===== src/pcdt_pkg.sv =====
// Purpose: shared constants, types and states for the socket dma cycle sequencer
// Assumes: core clock of 100 MHz; phase timing counted in 40 ns internal periods
// Notes:   card-side strobes are active low; timer set values are eight bits wide
`default_nettype none

package pcdt_pkg;

  // register indices
  localparam logic [7:0] IDX_SETUP_SET0   = 8'h3A;  // setup phase count, timer set 0
  localparam logic [7:0] IDX_COMMAND_SET0 = 8'h3B;  // command phase count, timer set 0
  localparam logic [7:0] IDX_RECOVER_SET0 = 8'h3C;  // recovery phase count, timer set 0
  localparam logic [7:0] IDX_SETUP_SET1   = 8'h3D;  // setup phase count, timer set 1
  localparam logic [7:0] IDX_COMMAND_SET1 = 8'h3E;  // command phase count, timer set 1
  localparam logic [7:0] IDX_RECOVER_SET1 = 8'h3F;  // recovery phase count, timer set 1
  localparam logic [7:0] IDX_STATUS       = 8'h38;  // read-only sequencer status

  // timing register reset values, index order
  localparam logic [7:0] RST_SETUP_SET0   = 8'h01;
  localparam logic [7:0] RST_COMMAND_SET0 = 8'h06;
  localparam logic [7:0] RST_RECOVER_SET0 = 8'h03;
  localparam logic [7:0] RST_SETUP_SET1   = 8'h01;
  localparam logic [7:0] RST_COMMAND_SET1 = 8'h06;
  localparam logic [7:0] RST_RECOVER_SET1 = 8'h03;
  localparam int         NUM_TMR_REGS     = 6;

  // status register field positions
  localparam int ST_STATE_LSB = 5;  // bits 7:5 hold the sequencer state
  localparam int ST_TC_BIT    = 4;  // terminal count captured for this cycle
  localparam int ST_WAIT_BIT  = 3;  // card wait seen active
  localparam int ST_REQ_BIT   = 2;  // request presented to the system
  localparam int ST_DIR_BIT   = 1;  // direction of the cycle in flight

  // timing figures and derived cycle counts
  localparam int CLK_PERIOD_NS  = 10;  // core clock period
  localparam int TCP_NS         = 40;  // internal phase clock period
  localparam int TICK_DIV       = TCP_NS / CLK_PERIOD_NS;
  localparam logic [1:0] TICK_LAST = 2'(TICK_DIV - 1);
  localparam int START_NS       = 40;  // least delay from request to cycle begin
  localparam int START_TICKS    = (START_NS + TCP_NS - 1) / TCP_NS;
  localparam int TC_EDGE_NS     = 25;  // least gap from strobe edge to card count edge
  localparam int TC_EDGE_CYC    = (TC_EDGE_NS + CLK_PERIOD_NS - 1) / CLK_PERIOD_NS;
  localparam int WAIT_HOLD_TICKS = 2;  // least strobe hold after card wait release
  localparam int REQ_HOLD_NS    = 40;  // least delay from buffer empty to system request
  localparam int REQ_HOLD_CYC   = (REQ_HOLD_NS + CLK_PERIOD_NS - 1) / CLK_PERIOD_NS;

  // phase counter width
  localparam int CNT_W = 17;

  // sequencer states
  typedef enum logic [2:0] {
    ST_IDLE  = 3'b000,  // waiting for request and acknowledge
    ST_START = 3'b001,  // least delay before the cycle begins
    ST_SETUP = 3'b010,  // address, enables and setup strobes driven
    ST_CMD   = 3'b011,  // command strobe active, programmed length
    ST_HOLD  = 3'b100,  // command stretched by card wait
    ST_RECOV = 3'b101   // command off, recovery time
  } pcdt_state_t;

  // card-side pin group, strobes active low
  typedef struct packed {
    logic low_en_n;   // card_low_byte_enable, active low
    logic high_en_n;  // card_high_byte_enable, active low
    logic attr_sel_n; // attribute space select, active low
    logic io_rd_n;    // io_read_strobe, active low
    logic io_wr_n;    // io_write_strobe, active low
    logic mem_oe_n;   // memory output enable, active low
    logic mem_we_n;   // memory write enable, active low
    logic wdata_oe;   // write data driven onto the card bus
  } pcdt_card_pins_t;

  localparam pcdt_card_pins_t PINS_IDLE = '{1'b1, 1'b1, 1'b1, 1'b1, 1'b1, 1'b1, 1'b1, 1'b0};

endpackage

`default_nettype wire


===== src/pcdt_dma_seq.sv =====
// Purpose: socket-side dma cycle sequencer with programmable setup, command and recovery
// Assumes: all inputs synchronous to core_clk; card signals active low where named _n
// Notes:   an internal period is four core clocks
//          card terminal count rides on the memory enables
`timescale 1ns/10ps
`default_nettype none

// What this block does
// - setup phase lasts prescale times value plus one
// - command strobe lasts prescale times value plus one
// - recovery lasts prescale times value plus one
// - all phases counted in 40 ns periods
// - cycle starts 40 ns after request and acknowledge
// - dma read: setup signals, then write strobe
// - dma write: setup signals, then read strobe
// - dma read: terminal count on write enable
// - dma write: terminal count on output enable
// - wait stretches strobe, two periods after release
// - hold system request until write buffer drains
module pcdt_dma_seq (
  // clock and reset
  input  wire logic                     core_clk,
  input  wire logic                     rstn,
  // register index/data port
  input  wire logic [7:0]               reg_index,
  input  wire logic                     reg_wr_en,
  input  wire logic [7:0]               reg_wdata,
  output logic [7:0]                    reg_rdata,
  // timing configuration
  input  wire logic                     timer_set_sel,
  input  wire logic [7:0]               phase_prescale_factor,
  input  wire logic                     dma_read_dir,
  // system side
  input  wire logic                     interrupt_line_nine_n,
  output logic                          interrupt_line_ten,
  input  wire logic                     vpp_valid_tc,
  output logic                          dma_cycle_done,
  // socket side
  input  wire logic                     sock_transfer_request,
  input  wire logic                     sock_fifo_empty,
  input  wire logic                     card_wait_n,
  input  wire logic                     card_sixteen_bit_io_flag_n,
  output pcdt_pkg::pcdt_card_pins_t     card_pins
);

  // registers
  logic [7:0] tmr_q [pcdt_pkg::NUM_TMR_REGS];  // timing registers, index 3A..3F
  logic       rst_done_q;                       // first clock after reset release seen
  logic [7:0] rst_val [pcdt_pkg::NUM_TMR_REGS]; // reset values in index order
  logic [2:0] wr_slot;                          // written slot, 0..5
  logic       wr_hit;                           // write lands on a timing register
  logic       idx_hit;                          // index names a timing register

  assign rst_val[0] = pcdt_pkg::RST_SETUP_SET0;
  assign rst_val[1] = pcdt_pkg::RST_COMMAND_SET0;
  assign rst_val[2] = pcdt_pkg::RST_RECOVER_SET0;
  assign rst_val[3] = pcdt_pkg::RST_SETUP_SET1;
  assign rst_val[4] = pcdt_pkg::RST_COMMAND_SET1;
  assign rst_val[5] = pcdt_pkg::RST_RECOVER_SET1;

  // decode the index into a slot of the timing block
  assign wr_slot = 3'(reg_index - pcdt_pkg::IDX_SETUP_SET0);
  assign idx_hit = (reg_index >= pcdt_pkg::IDX_SETUP_SET0) && (reg_index <= pcdt_pkg::IDX_RECOVER_SET1);
  assign wr_hit  = reg_wr_en && idx_hit;

  // one register per slot
  genvar gi;
  generate
    for (gi = 0; gi < pcdt_pkg::NUM_TMR_REGS; gi++) begin : g_tmr
      always_ff @(posedge core_clk) begin
        if (!rstn) begin
          tmr_q[gi] <= 8'h00;
        end else if (!rst_done_q) begin
          tmr_q[gi] <= rst_val[gi];  // constant load on the first clock after release
        end else if (wr_hit && (wr_slot == 3'(gi))) begin
          tmr_q[gi] <= reg_wdata;
        end
      end
    end
  endgenerate

  // marks that the reset values have been loaded
  always_ff @(posedge core_clk) begin
    if (!rstn) begin
      rst_done_q <= 1'b0;
    end else begin
      rst_done_q <= 1'b1;
    end
  end

  // phase lengths
  logic [7:0]                  setup_val;    // active set setup value
  logic [7:0]                  cmd_val;      // active set command value
  logic [7:0]                  recov_val;    // active set recovery value
  logic [pcdt_pkg::CNT_W-1:0]  setup_len;    // setup periods
  logic [pcdt_pkg::CNT_W-1:0]  cmd_len;      // command periods
  logic [pcdt_pkg::CNT_W-1:0]  recov_len;    // recovery periods

  // select the active timer set
  assign setup_val = timer_set_sel ? tmr_q[3] : tmr_q[0];
  assign cmd_val   = timer_set_sel ? tmr_q[4] : tmr_q[1];
  assign recov_val = timer_set_sel ? tmr_q[5] : tmr_q[2];

  // length equals prescale times value plus one
  assign setup_len = pcdt_pkg::CNT_W'(phase_prescale_factor * setup_val) + 17'h00001;
  assign cmd_len   = pcdt_pkg::CNT_W'(phase_prescale_factor * cmd_val) + 17'h00001;
  assign recov_len = pcdt_pkg::CNT_W'(phase_prescale_factor * recov_val) + 17'h00001;

  // internal period divider
  pcdt_pkg::pcdt_state_t      state_q;   // current phase
  pcdt_pkg::pcdt_state_t      state_d;   // next phase
  logic [1:0] div_q;   // core cycles into the current period
  logic       tick;    // last core cycle of a period

  assign tick = (div_q == pcdt_pkg::TICK_LAST);

  // divider restarts while idle so the start delay is a whole period
  always_ff @(posedge core_clk) begin
    if (!rstn) begin
      div_q <= 2'h0;
    end else if (state_q == pcdt_pkg::ST_IDLE) begin
      div_q <= 2'h0;
    end else begin
      div_q <= tick ? 2'h0 : (div_q + 2'h1);
    end
  end

  // sequencer
  logic                       tmr_load;  // load the phase timer
  logic [pcdt_pkg::CNT_W-1:0] tmr_val;   // value to load
  logic                       tmr_last;  // final period of the phase
  logic                       tmr_exp;   // phase timer expires
  logic                       both_act;  // request and acknowledge both active
  logic                       dir_q;     // 1 for dma read, latched per cycle

  assign both_act = interrupt_line_ten && !interrupt_line_nine_n;

  // next-phase decision and timer load
  always_comb begin
    state_d  = state_q;
    tmr_load = 1'b0;
    tmr_val  = '0;
    case (state_q)
      pcdt_pkg::ST_IDLE: begin
        if (both_act) begin
          state_d  = pcdt_pkg::ST_START;
          tmr_load = 1'b1;
          tmr_val  = pcdt_pkg::CNT_W'(pcdt_pkg::START_TICKS);
        end
      end
      pcdt_pkg::ST_START: begin
        if (tmr_exp) begin
          state_d  = pcdt_pkg::ST_SETUP;
          tmr_load = 1'b1;
          tmr_val  = setup_len;
        end
      end
      pcdt_pkg::ST_SETUP: begin
        if (tmr_exp) begin
          state_d  = pcdt_pkg::ST_CMD;
          tmr_load = 1'b1;
          tmr_val  = cmd_len;
        end
      end
      pcdt_pkg::ST_CMD: begin
        // card wait moves the strobe to the hold phase, which ends two periods after release whatever the programmed length
        if (!card_wait_n) begin
          state_d  = pcdt_pkg::ST_HOLD;
          tmr_load = 1'b1;
          tmr_val  = pcdt_pkg::CNT_W'(pcdt_pkg::WAIT_HOLD_TICKS + 1);
        end else if (tmr_exp) begin
          state_d  = pcdt_pkg::ST_RECOV;
          tmr_load = 1'b1;
          tmr_val  = recov_len;
        end
      end
      pcdt_pkg::ST_HOLD: begin
        // reload while wait is held; the extra period covers the partial one
        if (!card_wait_n) begin
          tmr_load = 1'b1;
          tmr_val  = pcdt_pkg::CNT_W'(pcdt_pkg::WAIT_HOLD_TICKS + 1);
        end else if (tmr_exp) begin
          state_d  = pcdt_pkg::ST_RECOV;
          tmr_load = 1'b1;
          tmr_val  = recov_len;
        end
      end
      pcdt_pkg::ST_RECOV: begin
        if (tmr_exp) begin
          state_d = pcdt_pkg::ST_IDLE;
        end
      end
      default: begin
        state_d = pcdt_pkg::ST_IDLE;
      end
    endcase
  end

  // phase timer
  pcdt_phase_timer #(
    .W        (pcdt_pkg::CNT_W)
  ) u_timer (
    .core_clk (core_clk),
    .rstn     (rstn),
    .load     (tmr_load),
    .load_val (tmr_val),
    .tick     (tick),
    .last     (tmr_last),
    .expire   (tmr_exp)
  );

  // state and direction registers
  always_ff @(posedge core_clk) begin
    if (!rstn) begin
      state_q <= pcdt_pkg::ST_IDLE;
      dir_q   <= 1'b0;
    end else begin
      state_q <= state_d;
      if (state_q == pcdt_pkg::ST_IDLE) begin
        dir_q <= dma_read_dir;
      end
    end
  end

  // terminal count
  logic       tc_seen_q;   // system terminal count captured this cycle
  logic       wait_seen_q; // card wait seen this cycle
  logic [2:0] cmd_age_q;   // core cycles since the command started, saturating
  logic       in_cmd;      // command strobe phase
  logic       in_cycle;    // setup through command
  logic       tc_window;   // card terminal count may be shown now

  assign in_cmd    = (state_q == pcdt_pkg::ST_CMD) || (state_q == pcdt_pkg::ST_HOLD);
  assign in_cycle  = (state_q == pcdt_pkg::ST_SETUP) || in_cmd;
  // both edges a whole lead inside the strobe; both share one register stage
  assign tc_window = in_cmd && tc_seen_q && (cmd_age_q >= 3'(pcdt_pkg::TC_EDGE_CYC)) &&
                     !(tmr_last && card_wait_n && (div_q >= 2'(pcdt_pkg::TICK_DIV - pcdt_pkg::TC_EDGE_CYC)));

  // capture terminal count and wait, count the command age
  always_ff @(posedge core_clk) begin
    if (!rstn) begin
      tc_seen_q   <= 1'b0;
      wait_seen_q <= 1'b0;
      cmd_age_q   <= 3'h0;
    end else begin
      if (in_cycle && vpp_valid_tc) begin
        tc_seen_q <= 1'b1;
      end else if (state_q == pcdt_pkg::ST_IDLE) begin
        tc_seen_q <= 1'b0;
      end
      if (in_cmd && !card_wait_n) begin
        wait_seen_q <= 1'b1;
      end else if (state_q == pcdt_pkg::ST_IDLE) begin
        wait_seen_q <= 1'b0;
      end
      if (!in_cmd) begin
        cmd_age_q <= 3'h0;
      end else if (cmd_age_q != 3'h7) begin
        cmd_age_q <= cmd_age_q + 3'h1;
      end
    end
  end

  // card pin decode
  pcdt_pkg::pcdt_card_pins_t pins_d;  // next card pin values

  // read cycles command on the write strobe, write cycles on the read strobe
  always_comb begin
    pins_d = pcdt_pkg::PINS_IDLE;
    if (in_cycle) begin
      pins_d.low_en_n   = 1'b0;
      pins_d.high_en_n  = card_sixteen_bit_io_flag_n;
      pins_d.attr_sel_n = 1'b0;
      if (dir_q) begin
        pins_d.io_rd_n  = 1'b0;
        pins_d.mem_oe_n = 1'b0;
        pins_d.wdata_oe = 1'b1;
        pins_d.io_wr_n  = !in_cmd;
        pins_d.mem_we_n = !tc_window;
      end else begin
        pins_d.io_wr_n  = 1'b0;
        pins_d.mem_we_n = 1'b0;
        pins_d.io_rd_n  = !in_cmd;
        pins_d.mem_oe_n = !tc_window;
      end
    end
  end

  // system request gating
  logic [2:0] empty_cnt_q;  // cycles the request has waited on an empty buffer
  logic       req_ok;       // request held long enough over an empty buffer

  assign req_ok = (empty_cnt_q >= 3'(pcdt_pkg::REQ_HOLD_CYC - 1));

  // request waits until the buffer has drained for the least time
  always_ff @(posedge core_clk) begin
    if (!rstn) begin
      empty_cnt_q <= 3'h0;
    end else if (!(sock_transfer_request && sock_fifo_empty)) begin
      empty_cnt_q <= 3'h0;
    end else if (!req_ok) begin
      empty_cnt_q <= empty_cnt_q + 3'h1;
    end
  end

  // output registers
  logic [7:0] rdata_d;  // read mux result

  // read mux: timing registers, status, zero elsewhere
  assign rdata_d = idx_hit ? tmr_q[wr_slot] :
                   (reg_index == pcdt_pkg::IDX_STATUS) ?
                   {state_q, tc_seen_q, wait_seen_q, interrupt_line_ten, dir_q, 1'b0} : 8'h00;

  // every top-level output comes from a flip-flop
  always_ff @(posedge core_clk) begin
    if (!rstn) begin
      card_pins          <= pcdt_pkg::PINS_IDLE;
      interrupt_line_ten <= 1'b0;
      dma_cycle_done     <= 1'b0;
      reg_rdata          <= 8'h00;
    end else begin
      card_pins          <= pins_d;
      interrupt_line_ten <= sock_transfer_request && sock_fifo_empty && req_ok;
      dma_cycle_done     <= (state_q == pcdt_pkg::ST_RECOV) && tmr_exp;
      reg_rdata          <= rdata_d;
    end
  end

endmodule

`default_nettype wire


===== src/pcdt_phase_timer.sv =====
// Purpose: down-counter that times one phase in internal clock periods
// Assumes: tick is a one-cycle enable every internal period
// Notes:   expire pulses on the tick that takes the count from one to zero
`timescale 1ns/10ps
`default_nettype none

module pcdt_phase_timer #(
  parameter int W = 17
) (
  // clock and reset
  input  wire logic         core_clk,
  input  wire logic         rstn,
  // control
  input  wire logic         load,      // load a new phase length
  input  wire logic [W-1:0] load_val,  // phase length in internal periods
  input  wire logic         tick,      // internal period enable
  // status
  output logic              last,      // final period of the phase
  output logic              expire     // phase ends on this cycle
);

  logic [W-1:0] cnt_q;  // periods left in the phase
  logic [W-1:0] cnt_d;

  // next count: load wins, else count down on each tick until zero
  assign cnt_d  = load ? load_val : ((tick && (cnt_q != '0)) ? (cnt_q - W'(1)) : cnt_q);
  assign last   = (cnt_q == W'(1));
  assign expire = last && tick;

  // count register
  always_ff @(posedge core_clk) begin
    if (!rstn) begin
      cnt_q <= '0;
    end else begin
      cnt_q <= cnt_d;
    end
  end

endmodule

`default_nettype wire


===== config.mk =====
export PLATFORM = sky130hd
export DESIGN_NAME = pcdt_dma_seq
export DESIGN_NICKNAME = d
export VERILOG_FILES = /design/src/pcdt_pkg.sv /design/src/pcdt_dma_seq.sv /design/src/pcdt_phase_timer.sv
export SDC_FILE = /design/constraint.sdc
export NUM_CORES = 1
export LEC_CHECK = 0
export ABC_AREA = 0
export BUFFER_PORTS_ARGS = -buffer_cell sky130_fd_sc_hd__buf_2
export CAP_MARGIN = 20
export CORE_MARGIN = 1
export CORE_UTILIZATION = 57
export CTS_CLUSTER_SIZE = 40
export DETAILED_ROUTE_END_ITERATION = 10
export PLACE_DENSITY_LB_ADDON = 0.2
export SYNTH_ARGS = -nofsm -noshare
export SYNTH_HDL_FRONTEND = slang
export SYNTH_SLANG_ARGS = --single-unit

===== constraint.sdc =====
create_clock -name core_clk -period 6.3 [get_ports core_clk]
set_clock_uncertainty 0.1 [all_clocks]
set_input_delay 0 -clock core_clk [delete_from_list [all_inputs] [get_ports core_clk]]
set_output_delay 0 -clock core_clk [all_outputs]
set_load 0.01 [all_outputs]

==> reports/results.ini <==
[drt]
wl_um = 30600
drtPass1Iterations = 5
drcViolationCount = 0
avgRoutedWirePerCell_um = 18.7
drtIter0Drc = 524
vias = 9548
ant_nets = 0
avgViaCountPerCell = 5.82

[power_and_ir_drop]
power.density_nw_per_um2 = 179
total_power_mw = 2.33
p_leak_nw = 6.23
vdd_drop_max_uv = 166

[clock_network]
worst_skew_pair.late_latency_ns = 0.37
holdBufCountCts = 15
clk_path_buf_depth = 2
clkTransAtPathRegs_ns = 0.08
clock_tree.root_cell = clkbuf_16
cts_resized = 0
numCtsBuffers = 9
cts_tree = built
cts.htree.levels = 3
cts.sinks = 97
postCtsSetupRepairBufs = 0

[grt]
first_global_vias = 9693
grt_antenna_before_repair = 1
grt.overflow.total = 0
grt_max_degree = 28
grt_pass1_wl_um = 50200
grt_usage = 0.298

[worst_setup_path]
worstReg2RegEnd = u_timer.cnt_q[15]$_SDFFE_PN0P_
required_ns = 6.44
path_class = register to register
r2r_start = tmr_q[3][3]$_SDFFCE_PN0P_
crit_chain = mux2i_1, nor2b_1, fa_1, inv_1, fa_1, inv_1, fa_1, inv_1, fa_1, inv_1, ha_1, o21ai_0, nand2b_1, nand3_1, a31oi_1, nand3_1, and3_1, o21ai_0, a31oi_1
cp_slowest_cell = mux2i_1
ff2ff_path_depth = 19
cp_slowest_stage_delay_ns = 0.63
cp_max_fo = 8
worst_setup_path_start_kind = register
arrival_ns = 5.54
reg2reg_slack_ns = 0.90
cp-end-kind = register

[min_path]
holdCritPathClass = primary input to register
worstHoldStart = interrupt_line_nine_n
worstHoldEndpoint = state_q[0]$_SDFFE_PN0P_
worstHoldPathCells = 5

[sta]
finalHoldViolCount = 0
worst_pin_slew_ns = 0.998
slew_headroom = 0.325
setup_viol = 0
whs_ns = 0.0420
fin_tns_setup_ns = 0
rsz0062_at_grt = false
period_share = 0.857
finalMaxSlewViolations = 0
layout_min_cycle_time_ns = 5.40
fmax_mhz = 185
layout_setup_ws_ns = 0.899

[logic_synthesis]
yosysWarnings = 0
yosysSeqAreaShare = 0.201
synthCells = 1317
synth_enable_flop_cells = 48
ys.flop_type = dfxtp_1
postSynth.asyncResetShare = 0
syn_area_um2 = 12000
synth_nets = 1595
ys_types = 80
avgSynthCellArea_um2 = 9.13
ys_seq_elements = 97

[die]
start_util = 0.589
core_um2 = 20400
std_cell_rows = 52
num_io_pins = 53
die-area_um2 = 21700
dieHeight_um = 147
die_x_um = 147

[final_layout]
multi_input_area_um2 = 8770
register_area_um2 = 2420
final_nets = 1643
fin_cells = 1641
drive_gt1_frac = 0.0993
nFillCells = 1775
fin_util = 0.637
design_area_um2 = 13000
area_growth_syn_to_layout_pct = 8.17

[place]
dp.cells = 1608
dpl.hpwl_um = 23900
dp_slack_ns = 0.757
portBuffers = 52
gp_congestion = 0.951
place_area_um2 = 12500

[status]
status = completed

[run]
drv_cap = 0

-- worst max-delay path, delay by kind of cell, from the launching register on --
family	cells	cell delay, ns
adder cells (fa/ha/maj)	5	2.38
flip-flops	1	0.46
AND/OR/NAND/NOR	5	0.69
AO/OA/AOI/OAI	4	0.80
buffers and inverters	4	0.21
multiplexers	1	0.63
-- layout by cell type, fill, tap and decap left out, types with 13 or more instances in the layout --
cell type and n:
nor3_1 20, a21o_1 26, xnor2_1 20, nand2b_1 29
and2_1 69, fa_1 108, ha_1 135, buf_2 52
nand3_1 16, mux2_2 15, nand2_1 59, mux2i_1 23
a21oi_1 56, buf_4 13, edfxtp_1 48, nor2b_1 135
nor2_1 70, inv_1 172, dfxtp_1 49, o21ai_0 41
xor2_1 20, dlygate4sd3_1 15
-- synth_stat cells, drive strengths merged (4+ instances only) --
library cell    n  area, um2
o22ai           5       31.3
xor2           20        175
clkbuf         38        156
nor2           71        269
and2           70        438
inv           172        646
o21ai          44        220
nand2          60        228
mux2           15        169
or3             9       60.1
buf             6       35.0
ha            135       1690
and3            9       58.8
nand3b          6       45.0
nor4            9       71.3
xnor2          20        175
mux4            7        158
a211oi         11       82.6
nand3          17       97.6
a22oi          10       75.1
nand4           4       25.0
a31oi          11       68.8
o21a            9       67.6
a21o           26        195
edfxtp         48       1440
fa            108       2160
mux2i          23        230
or4             4       40.0
o31ai           4       30.0
nand2b         29        181
nor3           20        100
or2             8       55.1
dfxtp          49        981
a21oi          57        289
nor2b         135        845
-- sequential cells by signal, summed over array words and instances (netlist names), 2 cells and up --
signal	cells
card_pins	7
state_q	3
reg_rdata	8
empty_cnt_q	3
div_q	2
cmd_age_q	3
tmr_q	48
u_timer.cnt_q	17
-- kinds of logic (layout without fill, tap and decap cells) --
| family | Yosys count | after routing | synth area share |
|---|---|---|---|
| DFF | 97 | 97 | 0.201 |
| and+or+nand+nor | 460 | 460 | 0.215 |
| muxes | 45 | 45 | 0.0463 |
| buffers and inverters | 217 | 270 | 0.0699 |
| AOI/OAI and AO/OA | 215 | 215 | 0.117 |
| xor gates and xnor gates | 40 | 40 | 0.0291 |
| other | 0 | 1 | 0 |
| adders and majority gates | 243 | 243 | 0.320 |
-- where the power goes --
part,internal [mW],switching (mW)
clock network,0.287,0.286
logic,0.438,0.630
registers,0.679,0.0138
-- final cells by class --
| cell class | instances | area share |
|---|---|---|
| antenna | 1 | 0.000192 |
| clock buffer | 9 | 0.0173 |
| clock inverter | 7 | 0.00664 |
| inverter | 173 | 0.0499 |
| multi-input combinational | 1003 | 0.674 |
| sequential | 97 | 0.186 |
| tap | 270 | 0.0260 |
| timing repair buffer | 81 | 0.0396 |
-- worst max-delay path by stage --
stage,start,to,slack [ns]
4_1_cts,tmr_q[3][3]$_SDFFCE_PN0P_,u_timer.cnt_q[15]$_SDFFE_PN0P_,0.97
2_1_floorplan,timer_set_sel,u_timer.cnt_q[11]$_SDFFE_PN0P_,1.15
3_5_place_dp,timer_set_sel,u_timer.cnt_q[13]$_SDFFE_PN0P_,0.76
5_1_grt,tmr_q[4][2]$_SDFFCE_PN0P_,u_timer.cnt_q[13]$_SDFFE_PN0P_,0.58
6_report,tmr_q[3][3]$_SDFFCE_PN0P_,u_timer.cnt_q[15]$_SDFFE_PN0P_,0.90
3_3_place_gp,timer_set_sel,u_timer.cnt_q[15]$_SDFFE_PN0P_,0.84
-- per-layer routing --
layer,track usage,vias to the layer above,share of wire
met5,0,-,0
met4,0.107,0,0.030
met3,0.0407,64,0.058
met2,0.501,288,0.48
met1,0.391,4681,0.43
li1,-,4515,-
(Power assumes the default switching activity.)
